==> config.mk <==
export PLATFORM = sky130hd
export DESIGN_NAME = fds_regs
export DESIGN_NICKNAME = d
export VERILOG_FILES = /design/src/fds_pkg.sv /design/src/fds_regs.sv
export SDC_FILE = /design/constraint.sdc
export NUM_CORES = 1
export LEC_CHECK = 0
export BUFFER_PORTS_ARGS = -buffer_cell sky130_fd_sc_hd__buf_2
export CORE_MARGIN = 2
export CORE_UTILIZATION = 40
export CTS_CLUSTER_SIZE = 8
export DETAILED_ROUTE_END_ITERATION = 6
export GPL_ROUTABILITY_DRIVEN = 0
export SLEW_MARGIN = 10
export SYNTH_ARGS = -nofsm -noshare
export SYNTH_HDL_FRONTEND = slang
export SYNTH_SLANG_ARGS = --single-unit
==> constraint.sdc <==
create_clock -name clock_i -period 4.68 [get_ports clock_i]
set_input_delay 0.702 -clock clock_i [delete_from_list [all_inputs] [get_ports clock_i]]
set_output_delay 0.702 -clock clock_i [all_outputs]
set_load 0.01 [all_outputs]
==> src/fds_pkg.sv <==
package fds_pkg;
  // register addresses on the serial register port
  localparam logic [7:0] DIAG_CTRL_ADDR   = 8'h05;
  localparam logic [7:0] BLANK_CFG_ADDR   = 8'h06;
  localparam logic [7:0] SUPPLY_STAT_ADDR = 8'h07;
  localparam logic [7:0] THERM_STAT_ADDR  = 8'h08;
  localparam logic [7:0] SHORT_STAT_ADDR  = 8'h09;
  localparam logic [7:0] MISC_STAT_ADDR   = 8'h0a;
  localparam logic [7:0] SELF_TEST_ADDR   = 8'h0b;
  // diagnosis control fields
  localparam int RESTART_BIT   = 7;
  localparam int IND_CHECK_BIT = 6;
  localparam int FORCE_MSB     = 5;
  // status field positions
  localparam int UVB_BIT       = 7;
  localparam int OVC_BIT       = 5;
  localparam int OSC_OF_BIT    = 7;
  localparam int OSC_UF_BIT    = 6;
  localparam int PROH_MSB      = 5;
  localparam int SPI_ERR_BIT   = 2;
  localparam int GND_SHORT_MSB = 5;
  localparam int TEMP_MSB      = 5;
  localparam int ANA_TEST_CNT_LSB  = 4;
  localparam int ANA_TEST_PASS_BIT = 3;
  localparam int LOG_TEST_PASS_BIT = 2;
  localparam int ANA_TEST_END_BIT  = 1;
  localparam int LOG_TEST_END_BIT  = 0;
  // masks of implemented bits, everything else reads zero
  localparam logic [7:0] SUPPLY_MASK = 8'ha0;
  localparam logic [7:0] THERM_MASK  = 8'h38;
  localparam logic [7:0] SHORT_MASK  = 8'h3f;
  localparam logic [7:0] MISC_MASK   = 8'hfc;
  localparam logic [7:0] BLANK_MASK  = 8'h03;
  localparam logic [7:0] REG_RESET   = 8'h00;
  localparam logic [3:0] ANA_TEST_GOOD = 4'h8;
  // short response codes
  localparam logic [2:0] SH_HOLD_IND  = 3'h0;
  localparam logic [2:0] SH_PH_DET    = 3'h1;
  localparam logic [2:0] SH_PH_HOLD   = 3'h2;
  localparam logic [2:0] SH_ALL_DET   = 3'h3;
  localparam logic [2:0] SH_ALL_HOLD  = 3'h4;
  localparam logic [2:0] SH_CP_DET    = 3'h5;
  localparam logic [2:0] SH_CP_HOLD   = 3'h6;
  localparam logic [2:0] SH_DISABLE   = 3'h7;
  // blanking timing
  localparam int CLK_MHZ      = 200;
  localparam int BLANK_8_US   = 8;
  localparam int BLANK_16_US  = 16;
  localparam int BLANK_32_US  = 32;
  localparam int BLANK_8_CYC  = BLANK_8_US * CLK_MHZ;
  localparam int BLANK_16_CYC = BLANK_16_US * CLK_MHZ;
  localparam int BLANK_32_CYC = BLANK_32_US * CLK_MHZ;
  localparam logic [1:0] BLANK_ALWAYS = 2'h3;
endpackage : fds_pkg

==> src/fds_regs.sv <==
// What this block does
// - writing one to restart bit requests self-test rerun; zero does nothing
// - restart honoured only when analog or logic self test failed
// - indicator-check bit forces fault indicator low
// - six force bits each force short detection per channel, indicator low
// - forced short acts like real one per short response select
// - clearing a force bit cancels its forced detect response; held responses drop only once all force bits are clear
// - response code 111 disables forced short diagnosis
// - blanking field: 8, 16, 32 us, or 11 limit always on
// - each gate output blanks current limit after every switching edge
// - supply status bit 7 undervoltage, bit 5 overvoltage
// - thermal status bits 5, 4, 3 for three temperature sensors
// - short status: ground shorts bits 5..3, supply shorts bits 2..0
// - misc status bit 7 over-frequency, bit 6 under-frequency
// - misc status bits 5..3 prohibited input on U, V, W
// - misc status bit 2 serial transfer failure
// - write one clears a flag once condition gone; zeros ignored
// - finish flags read one on completion, zero on abnormal stop
// - pass flags read one only when finished and passed
// - response field chooses indication, phase or all off, pump, held
// - both inputs high on a phase is prohibited; outputs forced low
`timescale 1ns/1ps
`default_nettype none
module fds_regs (
  input  wire logic       clock_i,
  input  wire logic       arst_n_i,
  input  wire logic       wr_en_i,
  input  wire logic       rd_en_i,
  input  wire logic [7:0] addr_i,
  input  wire logic [7:0] wdata_i,
  output logic      [7:0] rdata_o,
  input  wire logic       uvb_det_i,
  input  wire logic       ovc_det_i,
  input  wire logic [2:0] overtemp_det_i,
  input  wire logic [5:0] short_det_i,
  input  wire logic       osc_over_i,
  input  wire logic       osc_under_i,
  input  wire logic       spi_err_i,
  input  wire logic [5:0] gate_in_i,
  input  wire logic [3:0] analog_self_test_cnt_i,
  input  wire logic       analog_self_test_end_i,
  input  wire logic       logic_self_test_end_i,
  input  wire logic       analog_self_test_pass_i,
  input  wire logic       logic_self_test_pass_i,
  input  wire logic [2:0] short_response_select_i,
  output logic            fault_indicator_pin_n_o,
  output logic      [5:0] gate_out_o,
  output logic      [5:0] limit_en_o,
  output logic            charge_pump_off_o,
  output logic            self_test_restart_o
);
  import fds_pkg::*;

  logic [7:0]  diag_reg;
  logic [1:0]  blank_reg;
  logic [7:0]  supply_reg, therm_reg, short_reg, misc_reg;
  logic [22:0] sync1_reg, sync2_reg;
  logic [5:0]  drv_hold_reg;
  logic        cp_hold_reg;
  logic [5:0]  force_sh;
  logic [5:0]  short_all;
  logic [2:0]  prohibit;
  logic        bist_failed;

  // all detector and gate inputs come from other domains: two flops first
  always_ff @(posedge clock_i or negedge arst_n_i) begin
    if (!arst_n_i) begin
      sync1_reg <= '0;
      sync2_reg <= '0;
    end else begin
      sync1_reg <= {uvb_det_i, ovc_det_i, overtemp_det_i, short_det_i, osc_over_i,
                    osc_under_i, spi_err_i, gate_in_i, short_response_select_i};
      sync2_reg <= sync1_reg;
    end
  end

  logic       uvb_s, ovc_s, of_s, uf_s, spi_s;
  logic [2:0] temp_s, sel_s;
  logic [5:0] short_s, gate_s;
  assign {uvb_s, ovc_s, temp_s, short_s, of_s, uf_s, spi_s, gate_s, sel_s} = sync2_reg;

  logic wr_diag, wr_blank, wr_sup, wr_th, wr_sh, wr_misc;
  assign wr_diag  = wr_en_i && addr_i == DIAG_CTRL_ADDR;
  assign wr_blank = wr_en_i && addr_i == BLANK_CFG_ADDR;
  assign wr_sup   = wr_en_i && addr_i == SUPPLY_STAT_ADDR;
  assign wr_th    = wr_en_i && addr_i == THERM_STAT_ADDR;
  assign wr_sh    = wr_en_i && addr_i == SHORT_STAT_ADDR;
  assign wr_misc  = wr_en_i && addr_i == MISC_STAT_ADDR;

  assign bist_failed = !(analog_self_test_end_i && analog_self_test_pass_i
                         && logic_self_test_end_i && logic_self_test_pass_i);

  // restart bit is a request: it reads back as written but only pulses when allowed
  always_ff @(posedge clock_i or negedge arst_n_i) begin
    if (!arst_n_i) begin
      diag_reg            <= REG_RESET;
      self_test_restart_o <= 1'b0;
    end else begin
      self_test_restart_o <= 1'b0;
      if (wr_diag) begin
        diag_reg <= wdata_i;
        if (wdata_i[RESTART_BIT] && bist_failed)
          self_test_restart_o <= 1'b1;
      end
    end
  end

  always_ff @(posedge clock_i or negedge arst_n_i) begin
    if (!arst_n_i) begin
      blank_reg <= 2'h0;
    end else if (wr_blank) begin
      blank_reg <= wdata_i[1:0];
    end
  end

  // force bits map: [5] U ground-side ... [0] W supply-side, same order as short flags
  assign force_sh  = (sel_s == SH_DISABLE) ? 6'h00 : diag_reg[FORCE_MSB:0];
  assign short_all = (sel_s == SH_DISABLE) ? 6'h00 : (short_s | force_sh);

  // set wins over a simultaneous clear so no event is lost
  always_ff @(posedge clock_i or negedge arst_n_i) begin
    if (!arst_n_i) begin
      supply_reg <= REG_RESET;
      therm_reg  <= REG_RESET;
      short_reg  <= REG_RESET;
      misc_reg   <= REG_RESET;
    end else begin
      supply_reg <= ((supply_reg & ~(wr_sup ? wdata_i : 8'h00))
                     | {uvb_s, 1'b0, ovc_s, 5'h00}) & SUPPLY_MASK;
      therm_reg  <= ((therm_reg & ~(wr_th ? wdata_i : 8'h00))
                     | {2'h0, temp_s, 3'h0}) & THERM_MASK;
      short_reg  <= ((short_reg & ~(wr_sh ? wdata_i : 8'h00))
                     | {2'h0, short_all}) & SHORT_MASK;
      misc_reg   <= ((misc_reg & ~(wr_misc ? wdata_i : 8'h00))
                     | {of_s, uf_s, prohibit, spi_s, 2'h0}) & MISC_MASK;
    end
  end

  // gate inputs ordered {u_hi, u_lo, v_hi, v_lo, w_hi, w_lo}
  genvar p;
  generate
    for (p = 0; p < 3; p++) begin : g_prohibit
      assign prohibit[2-p] = gate_s[5-2*p] && gate_s[4-2*p];
    end
  endgenerate

  // per-phase short: either flag of the phase pair
  logic [2:0] ph_short;
  logic       any_short;
  assign ph_short[2] = short_all[5] | short_all[2];
  assign ph_short[1] = short_all[4] | short_all[1];
  assign ph_short[0] = short_all[3] | short_all[0];
  assign any_short   = |short_all;

  // clearing every force bit drops held responses; a real short still present
  // re-arms the hold a cycle later, one already gone loses its hold
  logic hold_release;
  assign hold_release = (short_reg == 8'h00 && !any_short)
                        || (wr_diag && wdata_i[FORCE_MSB:0] == 6'h00
                            && diag_reg[FORCE_MSB:0] != 6'h00);

  // held responses stay until every short flag is cleared and no short remains, or until a write clears every set force bit
  always_ff @(posedge clock_i or negedge arst_n_i) begin
    if (!arst_n_i) begin
      drv_hold_reg <= 6'h00;
      cp_hold_reg  <= 1'b0;
    end else begin
      drv_hold_reg <= hold_release ? 6'h00 :
                      drv_hold_reg | (
                        (sel_s == SH_PH_HOLD) ? {{2{ph_short[2]}}, {2{ph_short[1]}},
                                                 {2{ph_short[0]}}} :
                        (sel_s == SH_ALL_HOLD || sel_s == SH_CP_HOLD) ? {6{any_short}} :
                        6'h00);
      cp_hold_reg  <= hold_release ? 1'b0 :
                      cp_hold_reg | (sel_s == SH_CP_HOLD && any_short);
    end
  end

  logic [5:0] drv_off;
  always_comb begin
    drv_off = drv_hold_reg;
    unique case (sel_s)
      SH_PH_DET: drv_off = drv_off | {{2{ph_short[2]}}, {2{ph_short[1]}}, {2{ph_short[0]}}};
      SH_ALL_DET, SH_CP_DET: drv_off = drv_off | {6{any_short}};
      SH_HOLD_IND, SH_PH_HOLD, SH_ALL_HOLD, SH_CP_HOLD, SH_DISABLE: drv_off = drv_off;
    endcase
  end

  logic [5:0] proh_off;
  assign proh_off = {{2{prohibit[2]}}, {2{prohibit[1]}}, {2{prohibit[0]}}};

  always_ff @(posedge clock_i or negedge arst_n_i) begin
    if (!arst_n_i) begin
      gate_out_o              <= 6'h00;
      charge_pump_off_o       <= 1'b0;
      fault_indicator_pin_n_o <= 1'b1;
    end else begin
      gate_out_o        <= gate_s & ~drv_off & ~proh_off;
      charge_pump_off_o <= cp_hold_reg || (sel_s == SH_CP_DET && any_short);
      fault_indicator_pin_n_o <= !(diag_reg[IND_CHECK_BIT] || (|force_sh)
                                   || (|supply_reg) || (|therm_reg)
                                   || (|short_reg) || (|misc_reg));
    end
  end

  // blanking counters: one per gate output, restarted on every edge
  logic [15:0] blank_len;
  always_comb begin
    unique case (blank_reg)
      2'h0: blank_len = 16'(BLANK_8_CYC);
      2'h1: blank_len = 16'(BLANK_16_CYC);
      2'h2: blank_len = 16'(BLANK_32_CYC);
      2'h3: blank_len = 16'h0000;
    endcase
  end

  generate
    for (p = 0; p < 6; p++) begin : g_blank
      logic [15:0] cnt_reg;
      logic        gate_q_reg;
      always_ff @(posedge clock_i or negedge arst_n_i) begin
        if (!arst_n_i) begin
          cnt_reg    <= 16'h0000;
          gate_q_reg <= 1'b0;
        end else begin
          gate_q_reg <= gate_out_o[p];
          // a switch to always-on must not let a running blank finish first
          if (blank_reg == BLANK_ALWAYS)
            cnt_reg <= 16'h0000;
          else if (gate_q_reg != gate_out_o[p])
            cnt_reg <= blank_len;
          else if (cnt_reg != 16'h0000)
            cnt_reg <= cnt_reg - 16'h0001;
        end
      end
      assign limit_en_o[p] = (cnt_reg == 16'h0000);
    end
  endgenerate

  // read data registered one cycle after rd_en_i
  always_ff @(posedge clock_i or negedge arst_n_i) begin
    if (!arst_n_i) begin
      rdata_o <= 8'h00;
    end else if (rd_en_i) begin
      unique case (addr_i)
        DIAG_CTRL_ADDR:   rdata_o <= diag_reg;
        BLANK_CFG_ADDR:   rdata_o <= {6'h00, blank_reg};
        SUPPLY_STAT_ADDR: rdata_o <= supply_reg;
        THERM_STAT_ADDR:  rdata_o <= therm_reg;
        SHORT_STAT_ADDR:  rdata_o <= short_reg;
        MISC_STAT_ADDR:   rdata_o <= misc_reg;
        SELF_TEST_ADDR:   rdata_o <= {analog_self_test_cnt_i,
                                      analog_self_test_end_i && analog_self_test_pass_i,
                                      logic_self_test_end_i && logic_self_test_pass_i,
                                      analog_self_test_end_i, logic_self_test_end_i};
        default:          rdata_o <= 8'h00;
      endcase
    end
  end
endmodule : fds_regs
`default_nettype wire

### After elaboration in Yosys (flattened, before gate mapping)

Cells that the tools add are included.

| cells by class | value |
|---|---|
| shift-type cells | 0 |
| equal/unequal tests | 23 |
| reduce and logical (&&, ||, !) cells | 61 |
| add/subtract/negate cells | 6 |
| bitwise gates (word level) | 24 |
| mux-type cells | 33 |
| $mul | 0 |
| magnitude comparators | 0 |
| div/mod/pow operators | 0 |

Operators with widths:

| operator | count |
|---|---|
| 16-bit 2-to-1 mux | 18 |
| 16-bit logical NOT | 6 |
| 16-bit nonzero test | 6 |
| 16-bit by 1-bit subtractor with 16-bit output, second input constant | 6 |
| 8-bit one-hot mux with 7 select lines | 1 |
| 16-bit one-hot mux with 3 select lines | 1 |
| 6-bit 2-to-1 mux | 7 |
| 6-bit OR | 6 |
| 8-bit by 4-bit == test with 1-bit output, second input constant | 4 |
| 6-bit bitwise AND | 4 |
| 8-bit by 3-bit == test with 1-bit output, second input constant | 3 |
| 6-bit inverter | 4 |
| 6-bit OR reduction | 4 |
| 1-bit logical AND | 19 |
| 6-bit one-hot mux with 3 select lines | 1 |
| 3-bit nonzero test | 6 |
| 8-bit bitwise AND | 2 |
| 8-bit 2-to-1 mux | 2 |
| 8-bit inverter | 2 |
| 8-bit OR | 2 |
| 3-bit == test, second input constant | 4 |
| 8-bit logical NOT | 1 |
| 1-bit logical OR | 8 |
| 3-bit by 2-bit == test with 1-bit output, second input constant | 2 |
| 14 further kinds | 28 |

| storage, ports and cells | value |
|---|---|
| memory bits (writable) | 0 |
| input bits | 51 |
| bits in registers | 199 |
| logic and storage cells | 174 |
| memories | 0 |
| latch bits | 0 |
| bits in read-only memories | 0 |

### Longest topological paths before layout

| logic depth | value |
|---|---|
| depth in word-level cells | 10 |
| gate-level depth with buffers | 8 |
| depth with buffers taken out | 8 |

### Worst setup path after synthesis

OpenSTA, ideal clock, no wires.

| timing | value |
|---|---|
| path type | register -> output |
| from | register g_blank[0].cnt_reg[0] |
| to | output port limit_en_o[0] |
| buffers on the path | 1 |
| required time | 3978 ps |
| stages on the path, launching flop included | 8 |
| path slack | 2108 ps |
| data arrival time | 1870 ps |
| path through | dfrtp_1 > inv_1 > ha_1 > nor4b_1 > or4b_4 > or2_2 > buf_2 > inv_1 |

| on the way | value |
|---|---|
| longest elaborated chain between the ends | 1 |

RTL lines:

| element | RTL line | text |
|---|---|---|
| start, declared | fds_regs.sv:219 | `logic [15:0] cnt_reg;` |
| start signal, assigned | fds_regs.sv:231 | `cnt_reg <= blank_len;` |
| start signal, assigned | fds_regs.sv:233 | `cnt_reg <= cnt_reg - 16'h0001;` |
| 16-bit logical NOT | fds_regs.sv:236 | `assign limit_en_o[p] = (cnt_reg == 16'h0000);` |
| end, declared | fds_regs.sv:48 | `output logic [5:0] limit_en_o,` |

Every way passes these cells.

### Worst setup path in the final report

| timing | value |
|---|---|
| from | register g_blank[5].cnt_reg[9] |
| to | output port limit_en_o[5] |

| on the way | value |
|---|---|
| longest elaborated chain between the ends | 1 |

RTL lines:

| element | RTL line |
|---|---|
| start, declared | fds_regs.sv:219 |
| start signal, assigned | fds_regs.sv:231 |
| start signal, assigned | fds_regs.sv:233 |
| 16-bit logical NOT | fds_regs.sv:236 |

Every way passes these cells.

==> flow_metrics.tcl <==
set metrics [dict create \
    status "finished clean" \
    rows 55 \
    final_common_cell "dfrtp_1" \
    tns_ps 0 \
    crit_path_max_fanout 7 \
    postCtsHoldBufs 0 \
    startpoint "g_blank[5].cnt_reg[9]" \
    syn_nets 929 \
    ctsResizeCount 0 \
    peakVddDrop_mv 0.277 \
    drive_gt1_frac 0.146 \
    rsz0062_at_grt "false" \
    r2r_start "g_blank[4].cnt_reg[0]" \
    utilization 0.462 \
    ys_seq_area_frac 0.545 \
    hp-class "in2reg" \
    synth_cell_types 65 \
    worstSetupEndpointType "output port" \
    fin_skew_ps 26.2 \
    grt_pass1_vias 6381 \
    finalWirelength_mm 19.5 \
    r2r-end "g_blank[4].cnt_reg[10]" \
    worstPathCellList "or4_4, nand2b_1, or3_1, inv_1, buf_2" \
    grt_overflow 0 \
    synth-async-reset-ratio 1.00 \
    grt_pass1_wl_mm 32.5 \
    numCtsBuffers 17 \
    crit_slowest_cell "or4_4" \
    cp.arrival_ps 2470 \
    core_um2 22600 \
    post_drt_wl_per_cell_um 15.9 \
    cts_setup_buffers 0 \
    htree_levels 4 \
    syn_to_final_growth_pct 14.1 \
    max_cap_viol_count 0 \
    finalCriticalPeriod_ps 3170 \
    cpPeakStageDelay_ps 550 \
    slew_headroom 0.319 \
    synth-edff-count 0 \
    grt_start_max_net_pins 128 \
    die_area_um2 24100 \
    clockBufferDepth 2 \
    hold_violations 0 \
    yosysWarnings 0 \
    clock_latency_ps 450 \
    drtIter0Drc 495 \
    timing.critical_path.to "limit_en_o[5]" \
    die_h_um 155 \
    antennaDiodeCount 0 \
    hold_slack_ps 348 \
    cp_data_required_time_ps 3980 \
    powerDensity_nw_per_um2 508 \
    r2r_slack_ps 2280 \
    synth_cells 862 \
    rr_worst_depth 7 \
    dp_hpwl_mm 13.8 \
    clockRootBuffer "clkbuf_16" \
    antenna_found_initial 0 \
    synth-seq-cells 199 \
    antenna_left 0 \
    die-width_um 155 \
    startpoint_type "flip-flop" \
    via_count 6585 \
    layout_common_cells "dfrtp_1, nor2_1, buf_2, nand2_1, xnor2_1" \
    max_freq_mhz 315 \
    syn_area_um2 9140 \
    drv_slew 0 \
    fin_total_pwr_mw 5.30 \
    io_buffer_count 73 \
    fin_crit_sh 0.678 \
    drcViolationCount 0 \
    largest_reg_flops 96 \
    clock_sinks 199 \
    worstMarginPinSlew_ps 1020 \
    clkTransAtPathRegs_ps 90 \
    via_per_inst 5.37 \
    initial_core_util 0.405 \
    syn_avg_cell_area_um2 10.6 \
    layout.nets 996 \
    grt_usage 0.168 \
    io_pins 74 \
    p_leak_nw 4.46 \
    first_pass_iters 5 \
    tritoncts "built" \
    ys.flop_type "dfrtp_1" \
    crit_type "reg2out" \
    setup_viol 0 \
    nFillCells 2122 \
]
## cells in the mapped netlist, types with 7 or more instances
library cell / instances / area share
or4_1: 8 / 0.0066
nand3_1: 18 / 0.0099
o21ai_0: 27 / 0.015
o2bb2ai_1: 7 / 0.0067
o22ai_1: 21 / 0.014
clkbuf_1: 19 / 0.0078
nor2b_1: 8 / 0.0055
nor3_1: 24 / 0.013
inv_1: 27 / 0.011
nand2_1: 54 / 0.022
nor4b_1: 12 / 0.011
nor2_1: 111 / 0.046
mux2_2: 13 / 0.016
nor4_1: 20 / 0.014
a31oi_1: 7 / 0.0048
xor2_1: 37 / 0.035
xnor2_1: 45 / 0.043
ha_1: 16 / 0.022
and3_1: 9 / 0.0062
or3_1: 19 / 0.013
a21oi_1: 17 / 0.0093
a211oi_1: 14 / 0.011
a21o_1: 8 / 0.0066
nand4_1: 15 / 0.010
nand2b_1: 11 / 0.0075
dfrtp_1: 198 / 0.54
## worst min-delay path by stage
stage	startpoint	end	slack [ps]	depth (start not counted)
3_5_place_dp	sync1_reg[21]	sync2_reg[21]	330	0
3_3_place_gp	sync1_reg[20]	sync2_reg[20]	330	0
2_1_floorplan	sync1_reg[0]	sync2_reg[0]	330	0
4_1_cts	osc_under_i	sync1_reg[10]	330	1
5_1_grt	overtemp_det_i[2]	sync1_reg[20]	320	1
6_report	osc_under_i	sync1_reg[10]	350	1
## final cells by class
| cell class | count | area, um^2 | area share |
|---|---|---|---|
| clock inverter | 15 | 216 | 0.0208 |
| clock buffer | 17 | 425 | 0.0408 |
| inverter | 27 | 101 | 0.00972 |
| timing repair buffer | 77 | 404 | 0.0387 |
| sequential | 199 | 4980 | 0.478 |
| multi-input combinational | 607 | 3950 | 0.378 |
| tap | 285 | 357 | 0.0342 |
## through the flow
stage | instance area [um^2] | worst slack (ps) | std cells
floorplan | 9140 | 2110 | 862
global placement | 9790 | 1920 | 1195
detailed placement | 9790 | 1790 | 1195
CTS | 10400 | 1500 | 1227
global route | 10400 | 1360 | 1227
finish | 10400 | 1510 | 1227
## power breakdown
part | total (mW) | leakage (nW) | internal (mW) | switching (mW)
Clock | 1.55 | 0.307 | 0.755 | 0.793
Sequential | 2.56 | 2.38 | 2.14 | 0.417
Combinational | 1.19 | 1.77 | 0.566 | 0.624
Total | 5.30 | 4.46 | 3.47 | 1.83
## logic make-up after synthesis
family | after synthesis | share of synthesized area
xor gates and xnor gates | 82 | 0.0785
buffers and inverters | 56 | 0.0238
adders and majority gates | 16 | 0.0219
AOI/OAI and AO/OA | 143 | 0.107
and+or+nand+nor | 346 | 0.198
DFF | 199 | 0.545
muxes | 20 | 0.0264
## per-layer routing
metal / wire [um] / track usage / vias up
met5: 0 / 0 / -
met2: 8950 / 0.256 / 116
met3: 599 / 0.0304 / 19
met1: 9680 / 0.244 / 3226
met4: 267 / 0.0568 / 0
li1: - / - / 3224
## worst max-delay path, delay by kind of cell, from the launching register on
family,cells,cell delay [ps]
buffers and inverters,2,380
flip-flops,1,400
AND/OR/NAND/NOR,3,1260
Note: power is estimated with default switching activity, not from simulation.
